### src/cdr_pkg.sv
// Constants, register map and carriers for the core dedicated register file
package cdr_pkg;

    // ------------------------------------------------------------
    // Widths
    // ------------------------------------------------------------
    localparam int unsigned WORD_W   = 16;
    localparam int unsigned BYTE_W   = 8;
    localparam int unsigned APB_AW   = 8;
    localparam int unsigned APB_DW   = 32;
    localparam int unsigned BANK_W   = 5;
    localparam int unsigned REGNUM_W = 3;
    localparam int unsigned VECNUM_W = 6;

    // ------------------------------------------------------------
    // Register byte offsets
    // ------------------------------------------------------------
    localparam logic [APB_AW-1:0] OFS_PROGRAM_COUNTER  = 8'h00;
    localparam logic [APB_AW-1:0] OFS_ACCUMULATOR      = 8'h04;
    localparam logic [APB_AW-1:0] OFS_TEMP_ACCUMULATOR = 8'h08;
    localparam logic [APB_AW-1:0] OFS_INDEX_REGISTER   = 8'h0C;
    localparam logic [APB_AW-1:0] OFS_EXTRA_POINTER    = 8'h10;
    localparam logic [APB_AW-1:0] OFS_STACK_POINTER    = 8'h14;
    localparam logic [APB_AW-1:0] OFS_PROGRAM_STATUS   = 8'h18;
    localparam logic [APB_AW-1:0] OFS_ALU_CTRL         = 8'h1C;
    localparam logic [APB_AW-1:0] OFS_GREG_SEL         = 8'h20;
    localparam logic [APB_AW-1:0] OFS_REGION_QUERY     = 8'h24;

    // ------------------------------------------------------------
    // Field positions
    // ------------------------------------------------------------
    localparam int unsigned PS_BANK_LSB  = 8;
    localparam int unsigned ALU_OP_LSB   = 0;
    localparam int unsigned REGION_LSB   = 16;

    // ------------------------------------------------------------
    // Reset values
    // ------------------------------------------------------------
    localparam logic [WORD_W-1:0] RST_WORD      = 16'h0000;
    localparam logic [BYTE_W-1:0] RST_BANK      = 8'h00;
    localparam logic [1:0]        RST_THRESHOLD = 2'h3;
    localparam logic [APB_DW-1:0] RD_ZERO       = 32'h0000_0000;

    // ------------------------------------------------------------
    // Memory map
    // ------------------------------------------------------------
    localparam logic [WORD_W-1:0] IO_TOP_DEF    = 16'h007F;
    localparam logic [WORD_W-1:0] PROG_BASE_DEF = 16'h4000;
    localparam logic [WORD_W-1:0] GREG_BASE_DEF = 16'h0100;
    localparam logic [WORD_W-1:0] VEC_TOP_DEF   = 16'hFFFE;

    // ------------------------------------------------------------
    // Types
    // ------------------------------------------------------------
    typedef enum logic [1:0] {
        CDR_OP_ADD = 2'h0,
        CDR_OP_SUB = 2'h1,
        CDR_OP_SHL = 2'h2,
        CDR_OP_SHR = 2'h3
    } cdr_alu_op_e;

    typedef enum logic [1:0] {
        CDR_REG_IO   = 2'h0,
        CDR_REG_DATA = 2'h1,
        CDR_REG_PROG = 2'h2
    } cdr_region_e;

    // Flag byte layout, most significant first
    typedef struct packed {
        logic       half_carry;
        logic       irq_enable;
        logic [1:0] priority_threshold;
        logic       negative;
        logic       zero;
        logic       overflow;
        logic       carry;
    } cdr_flag_byte_s;

    typedef struct packed {
        logic [BYTE_W-1:0] bank_select;
        cdr_flag_byte_s    flag_byte;
    } cdr_status_word_s;

    typedef struct packed {
        logic       req;
        logic [1:0] level;
    } cdr_irq_s;

endpackage

### src/cdr_regfile.sv
// Core dedicated registers, flag logic and bank address mapping with an APB slave
`timescale 1ns/1ps
`default_nettype none

module cdr_regfile #(
    parameter logic [15:0] IO_TOP    = cdr_pkg::IO_TOP_DEF,
    parameter logic [15:0] PROG_BASE = cdr_pkg::PROG_BASE_DEF,
    parameter logic [15:0] GREG_BASE = cdr_pkg::GREG_BASE_DEF,
    parameter logic [15:0] VEC_TOP   = cdr_pkg::VEC_TOP_DEF
) (
    // Clock and reset
    input  wire logic                                   core_clk_i,
    input  wire logic                                   rst_i,
    // APB slave
    input  wire logic                                   psel_i,
    input  wire logic                                   penable_i,
    input  wire logic                                   pwrite_i,
    input  wire logic [cdr_pkg::APB_AW-1:0]             paddr_i,
    input  wire logic [cdr_pkg::APB_DW-1:0]             pwdata_i,
    output var  logic [cdr_pkg::APB_DW-1:0]             prdata_o,
    output var  logic                                   pready_o,
    output var  logic                                   pslverr_o,
    // Core side
    input  wire logic                                   fetch_step_i,
    input  wire logic [cdr_pkg::VECNUM_W-1:0]           vector_num_i,
    input  wire cdr_pkg::cdr_irq_s                      irq_i,
    input  wire logic [cdr_pkg::REGNUM_W-1:0]           greg_num_i,
    output var  logic [cdr_pkg::WORD_W-1:0]             instr_pointer_o,
    output var  cdr_pkg::cdr_status_word_s              status_word_o,
    output var  logic                                   irq_take_o,
    output var  logic [cdr_pkg::WORD_W-1:0]             greg_addr_o,
    output var  logic [cdr_pkg::WORD_W-1:0]             vector_addr_o
);

    // ------------------------------------------------------------
    // State
    // ------------------------------------------------------------
    logic [cdr_pkg::WORD_W-1:0]   program_counter;
    logic [cdr_pkg::WORD_W-1:0]   accumulator;
    logic [cdr_pkg::WORD_W-1:0]   temp_accumulator;
    logic [cdr_pkg::WORD_W-1:0]   index_register;
    logic [cdr_pkg::WORD_W-1:0]   extra_pointer;
    logic [cdr_pkg::WORD_W-1:0]   stack_pointer;
    cdr_pkg::cdr_status_word_s    program_status;
    logic [cdr_pkg::WORD_W-1:0]   region_addr;
    logic [cdr_pkg::REGNUM_W-1:0] greg_sel;

    // ------------------------------------------------------------
    // Bus decode
    // ------------------------------------------------------------
    wire logic setup_phase = psel_i & ~penable_i;
    wire logic access_done = psel_i & penable_i & pready_o;
    wire logic wr_done     = access_done & pwrite_i;

    wire logic hit_pc   = (paddr_i == cdr_pkg::OFS_PROGRAM_COUNTER);
    wire logic hit_acc  = (paddr_i == cdr_pkg::OFS_ACCUMULATOR);
    wire logic hit_tmp  = (paddr_i == cdr_pkg::OFS_TEMP_ACCUMULATOR);
    wire logic hit_idx  = (paddr_i == cdr_pkg::OFS_INDEX_REGISTER);
    wire logic hit_ep   = (paddr_i == cdr_pkg::OFS_EXTRA_POINTER);
    wire logic hit_sp   = (paddr_i == cdr_pkg::OFS_STACK_POINTER);
    wire logic hit_ps   = (paddr_i == cdr_pkg::OFS_PROGRAM_STATUS);
    wire logic hit_alu  = (paddr_i == cdr_pkg::OFS_ALU_CTRL);
    wire logic hit_greg = (paddr_i == cdr_pkg::OFS_GREG_SEL);
    wire logic hit_rgn  = (paddr_i == cdr_pkg::OFS_REGION_QUERY);
    wire logic hit_any  = hit_pc | hit_acc | hit_tmp | hit_idx | hit_ep | hit_sp
                        | hit_ps | hit_alu | hit_greg | hit_rgn;

    // ------------------------------------------------------------
    // Byte arithmetic on the low bytes of both accumulators
    // ------------------------------------------------------------
    wire cdr_pkg::cdr_alu_op_e alu_op =
        cdr_pkg::cdr_alu_op_e'(pwdata_i[cdr_pkg::ALU_OP_LSB +: 2]);
    wire logic [7:0] opa = accumulator[7:0];
    wire logic [7:0] opb = temp_accumulator[7:0];

    wire logic [8:0] add_full = {1'b0, opa} + {1'b0, opb};
    wire logic [8:0] sub_full = {1'b0, opa} - {1'b0, opb};
    wire logic [4:0] add_nib  = {1'b0, opa[3:0]} + {1'b0, opb[3:0]};
    wire logic [4:0] sub_nib  = {1'b0, opa[3:0]} - {1'b0, opb[3:0]};

    logic [7:0] alu_res;
    logic       alu_c;
    logic       alu_h;
    logic       alu_v;

    always_comb begin
        alu_res = add_full[7:0];
        alu_c   = add_full[8];
        alu_h   = program_status.flag_byte.half_carry;
        alu_v   = 1'b0;
        unique case (alu_op)
            cdr_pkg::CDR_OP_ADD: begin
                alu_res = add_full[7:0];
                alu_c   = add_full[8];
                alu_h   = add_nib[4];
                alu_v   = (opa[7] == opb[7]) & (add_full[7] != opa[7]);
            end
            cdr_pkg::CDR_OP_SUB: begin
                alu_res = sub_full[7:0];
                alu_c   = sub_full[8];
                alu_h   = sub_nib[4];
                alu_v   = (opa[7] != opb[7]) & (sub_full[7] != opa[7]);
            end
            cdr_pkg::CDR_OP_SHL: begin
                alu_res = {opa[6:0], 1'b0};
                alu_c   = opa[7];
            end
            cdr_pkg::CDR_OP_SHR: begin
                alu_res = {1'b0, opa[7:1]};
                alu_c   = opa[0];
            end
        endcase
    end

    cdr_pkg::cdr_flag_byte_s alu_flags;
    always_comb begin
        alu_flags                    = program_status.flag_byte;
        alu_flags.half_carry         = alu_h;
        alu_flags.negative           = alu_res[7];
        alu_flags.zero               = (alu_res == 8'h00);
        alu_flags.overflow           = alu_v;
        alu_flags.carry              = alu_c;
    end

    wire logic alu_fire = wr_done & hit_alu;

    // ------------------------------------------------------------
    // Map helpers
    // ------------------------------------------------------------
    // Only 32 banks exist; upper bank bits are ignored by the mapping
    wire logic [cdr_pkg::BANK_W-1:0] bank =
        program_status.bank_select[cdr_pkg::BANK_W-1:0];
    wire logic [cdr_pkg::WORD_W-1:0] greg_off =
        {8'h00, bank, greg_sel};
    wire logic [cdr_pkg::WORD_W-1:0] greg_addr = GREG_BASE + greg_off;

    wire cdr_pkg::cdr_region_e region =
        (region_addr <= IO_TOP)   ? cdr_pkg::CDR_REG_IO   :
        (region_addr <  PROG_BASE) ? cdr_pkg::CDR_REG_DATA :
                                    cdr_pkg::CDR_REG_PROG;

    // Two bytes per vector, counted down from the top word
    wire logic [cdr_pkg::WORD_W-1:0] vec_off =
        {9'h000, vector_num_i, 1'b0};
    wire logic [cdr_pkg::WORD_W-1:0] vector_addr = VEC_TOP - vec_off;

    // Lower level number is stronger
    wire logic irq_ok = irq_i.req & program_status.flag_byte.irq_enable
                      & (irq_i.level < program_status.flag_byte.priority_threshold);

    // ------------------------------------------------------------
    // Read mux
    // ------------------------------------------------------------
    logic [cdr_pkg::APB_DW-1:0] rd_mux;
    always_comb begin
        rd_mux = cdr_pkg::RD_ZERO;
        if (hit_pc) begin
            rd_mux[15:0] = program_counter;
        end
        if (hit_acc) begin
            rd_mux[15:0] = accumulator;
        end
        if (hit_tmp) begin
            rd_mux[15:0] = temp_accumulator;
        end
        if (hit_idx) begin
            rd_mux[15:0] = index_register;
        end
        if (hit_ep) begin
            rd_mux[15:0] = extra_pointer;
        end
        if (hit_sp) begin
            rd_mux[15:0] = stack_pointer;
        end
        if (hit_ps) begin
            rd_mux[15:0] = program_status;
        end
        if (hit_greg) begin
            rd_mux[15:0] = greg_addr;
        end
        if (hit_rgn) begin
            rd_mux[15:0]                       = region_addr;
            rd_mux[cdr_pkg::REGION_LSB +: 2]   = region;
        end
    end

    // ------------------------------------------------------------
    // APB handshake: one wait-free access phase
    // ------------------------------------------------------------
    always_ff @(posedge core_clk_i or posedge rst_i) begin
        if (rst_i) begin
            pready_o  <= 1'b0;
            prdata_o  <= cdr_pkg::RD_ZERO;
            pslverr_o <= 1'b0;
        end else begin
            pready_o  <= setup_phase;
            prdata_o  <= (setup_phase & ~pwrite_i) ? rd_mux : cdr_pkg::RD_ZERO;
            pslverr_o <= setup_phase & ~hit_any;
        end
    end

    // ------------------------------------------------------------
    // Dedicated registers
    // ------------------------------------------------------------
    always_ff @(posedge core_clk_i or posedge rst_i) begin
        if (rst_i) begin
            program_counter <= cdr_pkg::RST_WORD;
        end else if (wr_done & hit_pc) begin
            program_counter <= pwdata_i[15:0];
        end else if (fetch_step_i) begin
            program_counter <= program_counter + 16'h0001;
        end
    end

    always_ff @(posedge core_clk_i or posedge rst_i) begin
        if (rst_i) begin
            accumulator <= cdr_pkg::RST_WORD;
        end else if (wr_done & hit_acc) begin
            accumulator <= pwdata_i[15:0];
        end else if (alu_fire) begin
            accumulator[7:0] <= alu_res;
        end
    end

    always_ff @(posedge core_clk_i or posedge rst_i) begin
        if (rst_i) begin
            temp_accumulator <= cdr_pkg::RST_WORD;
            index_register   <= cdr_pkg::RST_WORD;
            extra_pointer    <= cdr_pkg::RST_WORD;
            stack_pointer    <= cdr_pkg::RST_WORD;
        end else begin
            if (wr_done & hit_tmp) begin
                temp_accumulator <= pwdata_i[15:0];
            end
            if (wr_done & hit_idx) begin
                index_register <= pwdata_i[15:0];
            end
            if (wr_done & hit_ep) begin
                extra_pointer <= pwdata_i[15:0];
            end
            if (wr_done & hit_sp) begin
                stack_pointer <= pwdata_i[15:0];
            end
        end
    end

    always_ff @(posedge core_clk_i or posedge rst_i) begin
        if (rst_i) begin
            program_status.bank_select                  <= cdr_pkg::RST_BANK;
            program_status.flag_byte                    <= '0;
            program_status.flag_byte.priority_threshold <= cdr_pkg::RST_THRESHOLD;
        end else if (wr_done & hit_ps) begin
            program_status <= pwdata_i[15:0];
        end else if (alu_fire) begin
            program_status.flag_byte <= alu_flags;
        end
    end

    always_ff @(posedge core_clk_i or posedge rst_i) begin
        if (rst_i) begin
            greg_sel    <= '0;
            region_addr <= cdr_pkg::RST_WORD;
        end else begin
            if (wr_done & hit_greg) begin
                greg_sel <= pwdata_i[cdr_pkg::REGNUM_W-1:0];
            end else begin
                greg_sel <= greg_num_i;
            end
            if (wr_done & hit_rgn) begin
                region_addr <= pwdata_i[15:0];
            end
        end
    end

    // ------------------------------------------------------------
    // Registered core outputs
    // ------------------------------------------------------------
    always_ff @(posedge core_clk_i or posedge rst_i) begin
        if (rst_i) begin
            irq_take_o    <= 1'b0;
            greg_addr_o   <= cdr_pkg::RST_WORD;
            vector_addr_o <= cdr_pkg::RST_WORD;
        end else begin
            irq_take_o    <= irq_ok;
            greg_addr_o   <= greg_addr;
            vector_addr_o <= vector_addr;
        end
    end

    assign instr_pointer_o = program_counter;
    assign status_word_o   = program_status;

endmodule

`default_nettype wire
### config.mk
export PLATFORM = sky130hd
export DESIGN_NAME = cdr_regfile
export DESIGN_NICKNAME = d
export VERILOG_FILES = /design/src/cdr_pkg.sv /design/src/cdr_regfile.sv
export SDC_FILE = /design/constraint.sdc
export NUM_CORES = 1
export LEC_CHECK = 0
export ABC_AREA = 0
export BUFFER_PORTS_ARGS = -buffer_cell sky130_fd_sc_hd__buf_2
export CAP_MARGIN = 10
export CORE_UTILIZATION = 55
export DETAILED_ROUTE_END_ITERATION = 16
export PLACE_DENSITY = 0.89
export SLEW_MARGIN = 20
export SYNTH_ARGS = -nofsm -noshare
export SYNTH_HDL_FRONTEND = slang
export SYNTH_SLANG_ARGS = --single-unit
export TNS_END_PERCENT = 50
### constraint.sdc
create_clock -name core_clk_i -period 7.95 [get_ports core_clk_i]
set_clock_uncertainty 0.15 [all_clocks]
set_input_delay 1.59 -clock core_clk_i [delete_from_list [all_inputs] [get_ports core_clk_i]]
set_output_delay 1.59 -clock core_clk_i [all_outputs]
set_load 0.02 [all_outputs]
# == Word level (Yosys, flattened, before mapping) ==
# Cells that the tools add are included.
# word_totals
ff_bits,171
input_bits,58
out_inout_bits,99
# classes
n_addsub,7
order_cmp,3
n_eq_ne,16
muxes,23
n_bitwise,32
n_reduce_logical,8
# ops
operator,n
$mux W16,10
$mux W18,2
$eq A8 B5 Y1 const B,4
$mux W8,4
$pmux W8 S4,1
$and A1 B1 Y1,20
$add A16 B1 Y16 const B,1
$eq A8 B4 Y1 const B,2
$eq A8 B6 Y1 const B,2
$le A16 B7 Y1 const B,1
$logic_not A8 Y1,2
$lt A16 B15 Y1 const B,1
$add A9 B8 Y10 const A,1
$add A8 B8 Y9,1
$or A1 B1 Y1,9
$sub A2 B8 Y9 const A,1
$sub A8 B8 Y9,1
$eq A8 B3 Y1 const B,1
$reduce_bool A2 Y1,3
$add A4 B4 Y5,1
$sub A4 B4 Y5,1
$eq A2 B2 Y1 const B,2
$mux W2,2
$pmux W1 S2,2
other kinds (10),14

# == Depth between registers and ports, before layout ==
# logic_depth
word_depth,12
depth_mapped,11

# == Worst setup path before layout ==
# OpenSTA, ideal clock, no wires.
# synth_path
kind,input-to-reg
startpoint,input port pwdata_i[1] (netlist bit)
endpoint,register program_status (netlist bit status_word_o[7])
setup_time_ns,0.126
arrival_time_ns,3.397
required_time_ns,7.674
path_slack_ns,4.277
cell_stages,11
n_path_buf,1
cell_sequence,clkbuf_1 nand2b_1 mux2i_1 ha_1 nor2b_1 o21ai_0 nand2b_1 a21oi_1 xnor2_1 o31ai_1 a221o_1
# synth_between
elab_chain_cells,4
word_cells_on_any_way,7
cone_classes,1 x eq/ne; 3 x mux; 3 x reduce/logical
# synth_lines
item,line_no,rtl
from (decl),cdr_regfile.sv:19,"input wire logic [cdr_pkg::APB_DW-1:0] pwdata_i,"
$eq A2 B1 Y1 or $logic_not A2 Y1 (tied branches),cdr_regfile.sv:91,unique case (alu_op)
$pmux W1 S2,cdr_regfile.sv:91,
$mux W8,cdr_regfile.sv:254,end else if (alu_fire) begin
$mux W8,cdr_regfile.sv:252,end else if (wr_done & hit_ps) begin
to (signal assigned),cdr_regfile.sv:253,program_status <= pwdata_i[15:0];
to (decl),cdr_regfile.sv:44,cdr_pkg::cdr_status_word_s program_status;
# Parallel ways exist; a longest one is shown, timed or not. The select of a mux whose other input is x is not followed.
# A chain may end at the register's enable or synchronous reset.

# == Final worst setup path ==
# Same ends and word-level chain as after synthesis.

==> key figures <==
Run status
  – Status: complete, no violations

Yosys
  – Synth cell types: 71
  – Synth Area in Simple Gates: 0.112
  – Synth Instances: 826
  – Most common flop cell mapped by yosys: dfrtp_1
  – Seq/Total Area, Yosys: 0.466
  – Flops & latches, synth: 167
  – Ys async rst share: 1.00
  – Mux share of post-synthesis cell area: 0.173
  – Mapped Area: 8980 um^2
  – Synth top area cells: dfrtp_1 (46%), mux2_2 (12%), buf_4 (3.7%)
  – Post-synth EDFFs: 0
  – Synth Warn #: 0
  – Largest area contributor in the netlist: dfrtp_1
  – Post-Synth XOR/XNOR Area: 0.0281
  – Post-Synth Adder-Cell Area: 0.0365
  – Post-synthesis compound-gate area fraction: 0.114
  – Yosys top cell area share: 0.460
  – Largest family of logic cells by synthesized area: multiplexers
  – Mean Syn Cell Area: 10.9 um^2

Timing
  – Worst slew margin: 0.361
  – Post-route minimum period: 3990 ps
  – RSZ-0062 raised after global routing: false
  – Actual slew at the worst max-slew pin: 959 ps
  – Hold Vio Cnt, Final: 0
  – Hold slack: 245 ps
  – Period Utilization, post-route: 0.502
  – Achievable Freq: 251 MHz
  – Final setup fails: 0
  – Total Neg Setup Slack: 0 ps
  – Max-slew violations: 0

Critical path
  – WP buf/inv: 1
  – CP Max Fanout: 38
  – Setup crit start: pwdata_i[1]
  – R2R Path Start: accumulator[1]$_DFFE_PP0P_
  – Critical-path top delay cell: buf_2
  – CP cell instances: buf_2 > nand2b_1 > mux2i_1 > ha_1 > nor2b_1 > o21ai_0 > nand2b_1 > a21oi_1 > xnor2_1 > o31ai_1 > a221o_1
  – Critical Path RT: 8110 ps
  – Classification of the worst setup path: in2reg
  – CP most frequent cell: nand2b_1
  – Max incr delay on CP: 520 ps
  – Nature of the critical path endpoint: flop
  – CP top delay family: compound AO/OA/AOI/OAI gates
  – Critical Path Start Type: primary input
  – Data arrival, critical path: 4150 ps

Placement
  – I/O Buffers: 118
  – Routability Congestion: 0.892
  – DP Wirelength: 15600 um

Clock tree
  – Worst-Skew Late Latency: 430 ps
  – Number of buffers on the longest clock path: 2
  – CTS tree: done
  – # clock sinks: 167
  – H-tree depth: 4
  – Postcts setup bufs: 0
  – Post-CTS Hold Fix Bufs: 0
  – Post-CTS Resized: 0
  – Num CTS Buffers: 17
  – Clk Tree Root Cell: clkbuf_16
  – Clock-pin slew on the worst setup and hold paths: 60 ps

Floorplan
  – Core ar.: 15900 um^2
  – Die Y: 130 um
  – Die ar.: 16800 um^2
  – Die W: 130 um
  – I/O pins: 157
  – Effective utilization at floorplan: 0.565
  – Row cnt: 46

Global route
  – Grt ovf: 0
  – Tot GR Track Use: 0.286
  – Vias in the first global route: 6688
  – Pin count of the biggest net entering global routing: 98
  – First-pass GRT wire length: 36000 um
  – Antenna violations before repair: 1

Route
  – Post-route DRC: 0
  – Antenna Nets Post-Route: 0
  – DRT iter0 DRCs: 767
  – Via/cell ratio: 6.06
  – Drt pass-1 iters: 5
  – WL final: 23200 um
  – Vias: 6929
  – Avg WL per Cell: 20.3 um

Worst hold path
  – Hold Path Origin: greg_sel[2]$_DFF_PP0_
  – Worst hold path class: reg2reg

Pwr
  – Power Density: 199 nW/um^2
  – Maximum VDD drop: 0.000167 V
  – Comb power frac: 0.115
  – Total Power: 0.00201 W
  – P_int: 0.00148 W
  – Switching pwr: 0.000528 W
  – Lkg Pwr: 4.98 nW
  – Seq pwr share: 0.456
  – Clock power share: 0.430
  – Sw Share: 0.263

Final layout
  – Register Area: 4180 um^2
  – Area of the multi-input gates: 4260 um^2
  – Share of layout cells above drive strength 1: 0.307
  – Layout Nets: 993
  – Most frequent cells in the layout: dfrtp_1 (165), buf_2 (118), mux2_2 (99)
  – Fill cells: 1198
  – Layout area overhead: 12.3%
  – Commonest non-fill, non-tap cell in the layout: dfrtp_1

Job
  – Max-cap violations: 0
==> worst paths after layout <==
| check | to | depth (start not counted) | slack [ps] |
|---|---|---|---|
| min in group asynchronous | region_addr[11]$_DFFE_PP0P_ | 2 | 1180 |
| max | status_word_o[7]$_DFFE_PP0P_ | 11 | 3960 |
| min reg2reg | greg_addr_o[2]$_DFF_PP0_ | 0 | 240 |
| max reg2reg | accumulator[6]$_DFFE_PP0P_ | 9 | 5060 |
| min | greg_addr_o[2]$_DFF_PP0_ | 0 | 240 |
| max in group asynchronous | accumulator[11]$_DFFE_PP0P_ | 3 | 5020 |
==> cells in the mapped netlist (4+ instances only) <==
| library cell | number |
|---|---|
| a21oi_1 | 60 |
| nand2_1 | 58 |
| buf_4 | 44 |
| clkbuf_1 | 16 |
| mux2_2 | 99 |
| nor3_1 | 20 |
| buf_2 | 10 |
| dfrtp_1 | 165 |
| xnor2_1 | 15 |
| a221oi_1 | 10 |
| inv_1 | 31 |
| nand2_2 | 4 |
| nor2_1 | 40 |
| ha_1 | 23 |
| and3_1 | 8 |
| nand4_1 | 11 |
| nand2b_1 | 15 |
| nand3_1 | 6 |
| xor2_1 | 12 |
| mux4_2 | 10 |
| buf_6 | 5 |
| a211oi_1 | 5 |
| o31ai_1 | 5 |
| o21ai_0 | 58 |
| mux2i_1 | 20 |
| nor2b_1 | 8 |
==> metrics by stage <==
stage	instance area (um^2)	setup WS (ps)	std cells	util
finish	10100	3960	1143	0.635
global route	10100	3770	1139	0.634
CTS	10100	4030	1138	0.633
detailed placement	9440	3570	1106	0.594
global placement	9440	3690	1106	0.594
floorplan	9060	1690	847	-
==> kinds of logic after synthesis <==
family	after synthesis
xor gates and xnor gates	28
other	2
muxes	130
DFF	167
buffers and inverters	109
AOI/OAI and AO/OA	170
and+or+nand+nor	195
adders and majority gates	25
==> metal layers <==
metal	vias up	part of all wire	GRT usage
met3	75	0.088	0.0701
met2	411	0.48	0.457
met4	0	0.033	0.131
li1	3049	-	-
met1	3394	0.40	0.371
met5	-	0	0
==> state kept, by name (all words and copies together) (netlist names), 8 cells and up <==
name	flops
instr_pointer_o	16
greg_addr_o	8
status_word_o	16
prdata_o	18
accumulator	16
region_addr	16
extra_pointer	16
stack_pointer	16
temp_accumulator	16
index_register	16
==> worst register-to-register path, cell delays in order, from the launching register on <==
cell      delay [ps]
dfrtp_1          510
inv_1            170
fa_1             480
o21bai_1         190
a21oi_1          130
o31ai_1          340
xnor2_1          100
o21ai_0          300
o21ai_0          130
mux2_2           280
==> layout make-up <==
type,count,share of cell area
multi-input cells,571,0.423
flip-flops and latches,167,0.415
repair buffers,122,0.0619
clock buffers,20,0.0433
well taps,216,0.0268
clock inverters,12,0.0173
inverters,31,0.0120
diodes,4,0.000993
==> power groups by stage <==
| stage | sequential [W] | clock [W] | combinational, W |
|---|---|---|---|
| floorplan | 0.000942 | 0 | 0.000136 |
| global placement | 0.000927 | 0 | 0.000219 |
| detailed placement | 0.000929 | 0 | 0.000225 |
| CTS | 0.000914 | 0.000866 | 0.000228 |
| global route | 0.000920 | 0.000900 | 0.000251 |
| finish | 0.000916 | 0.000863 | 0.000230 |
(Power assumes the default switching activity.)
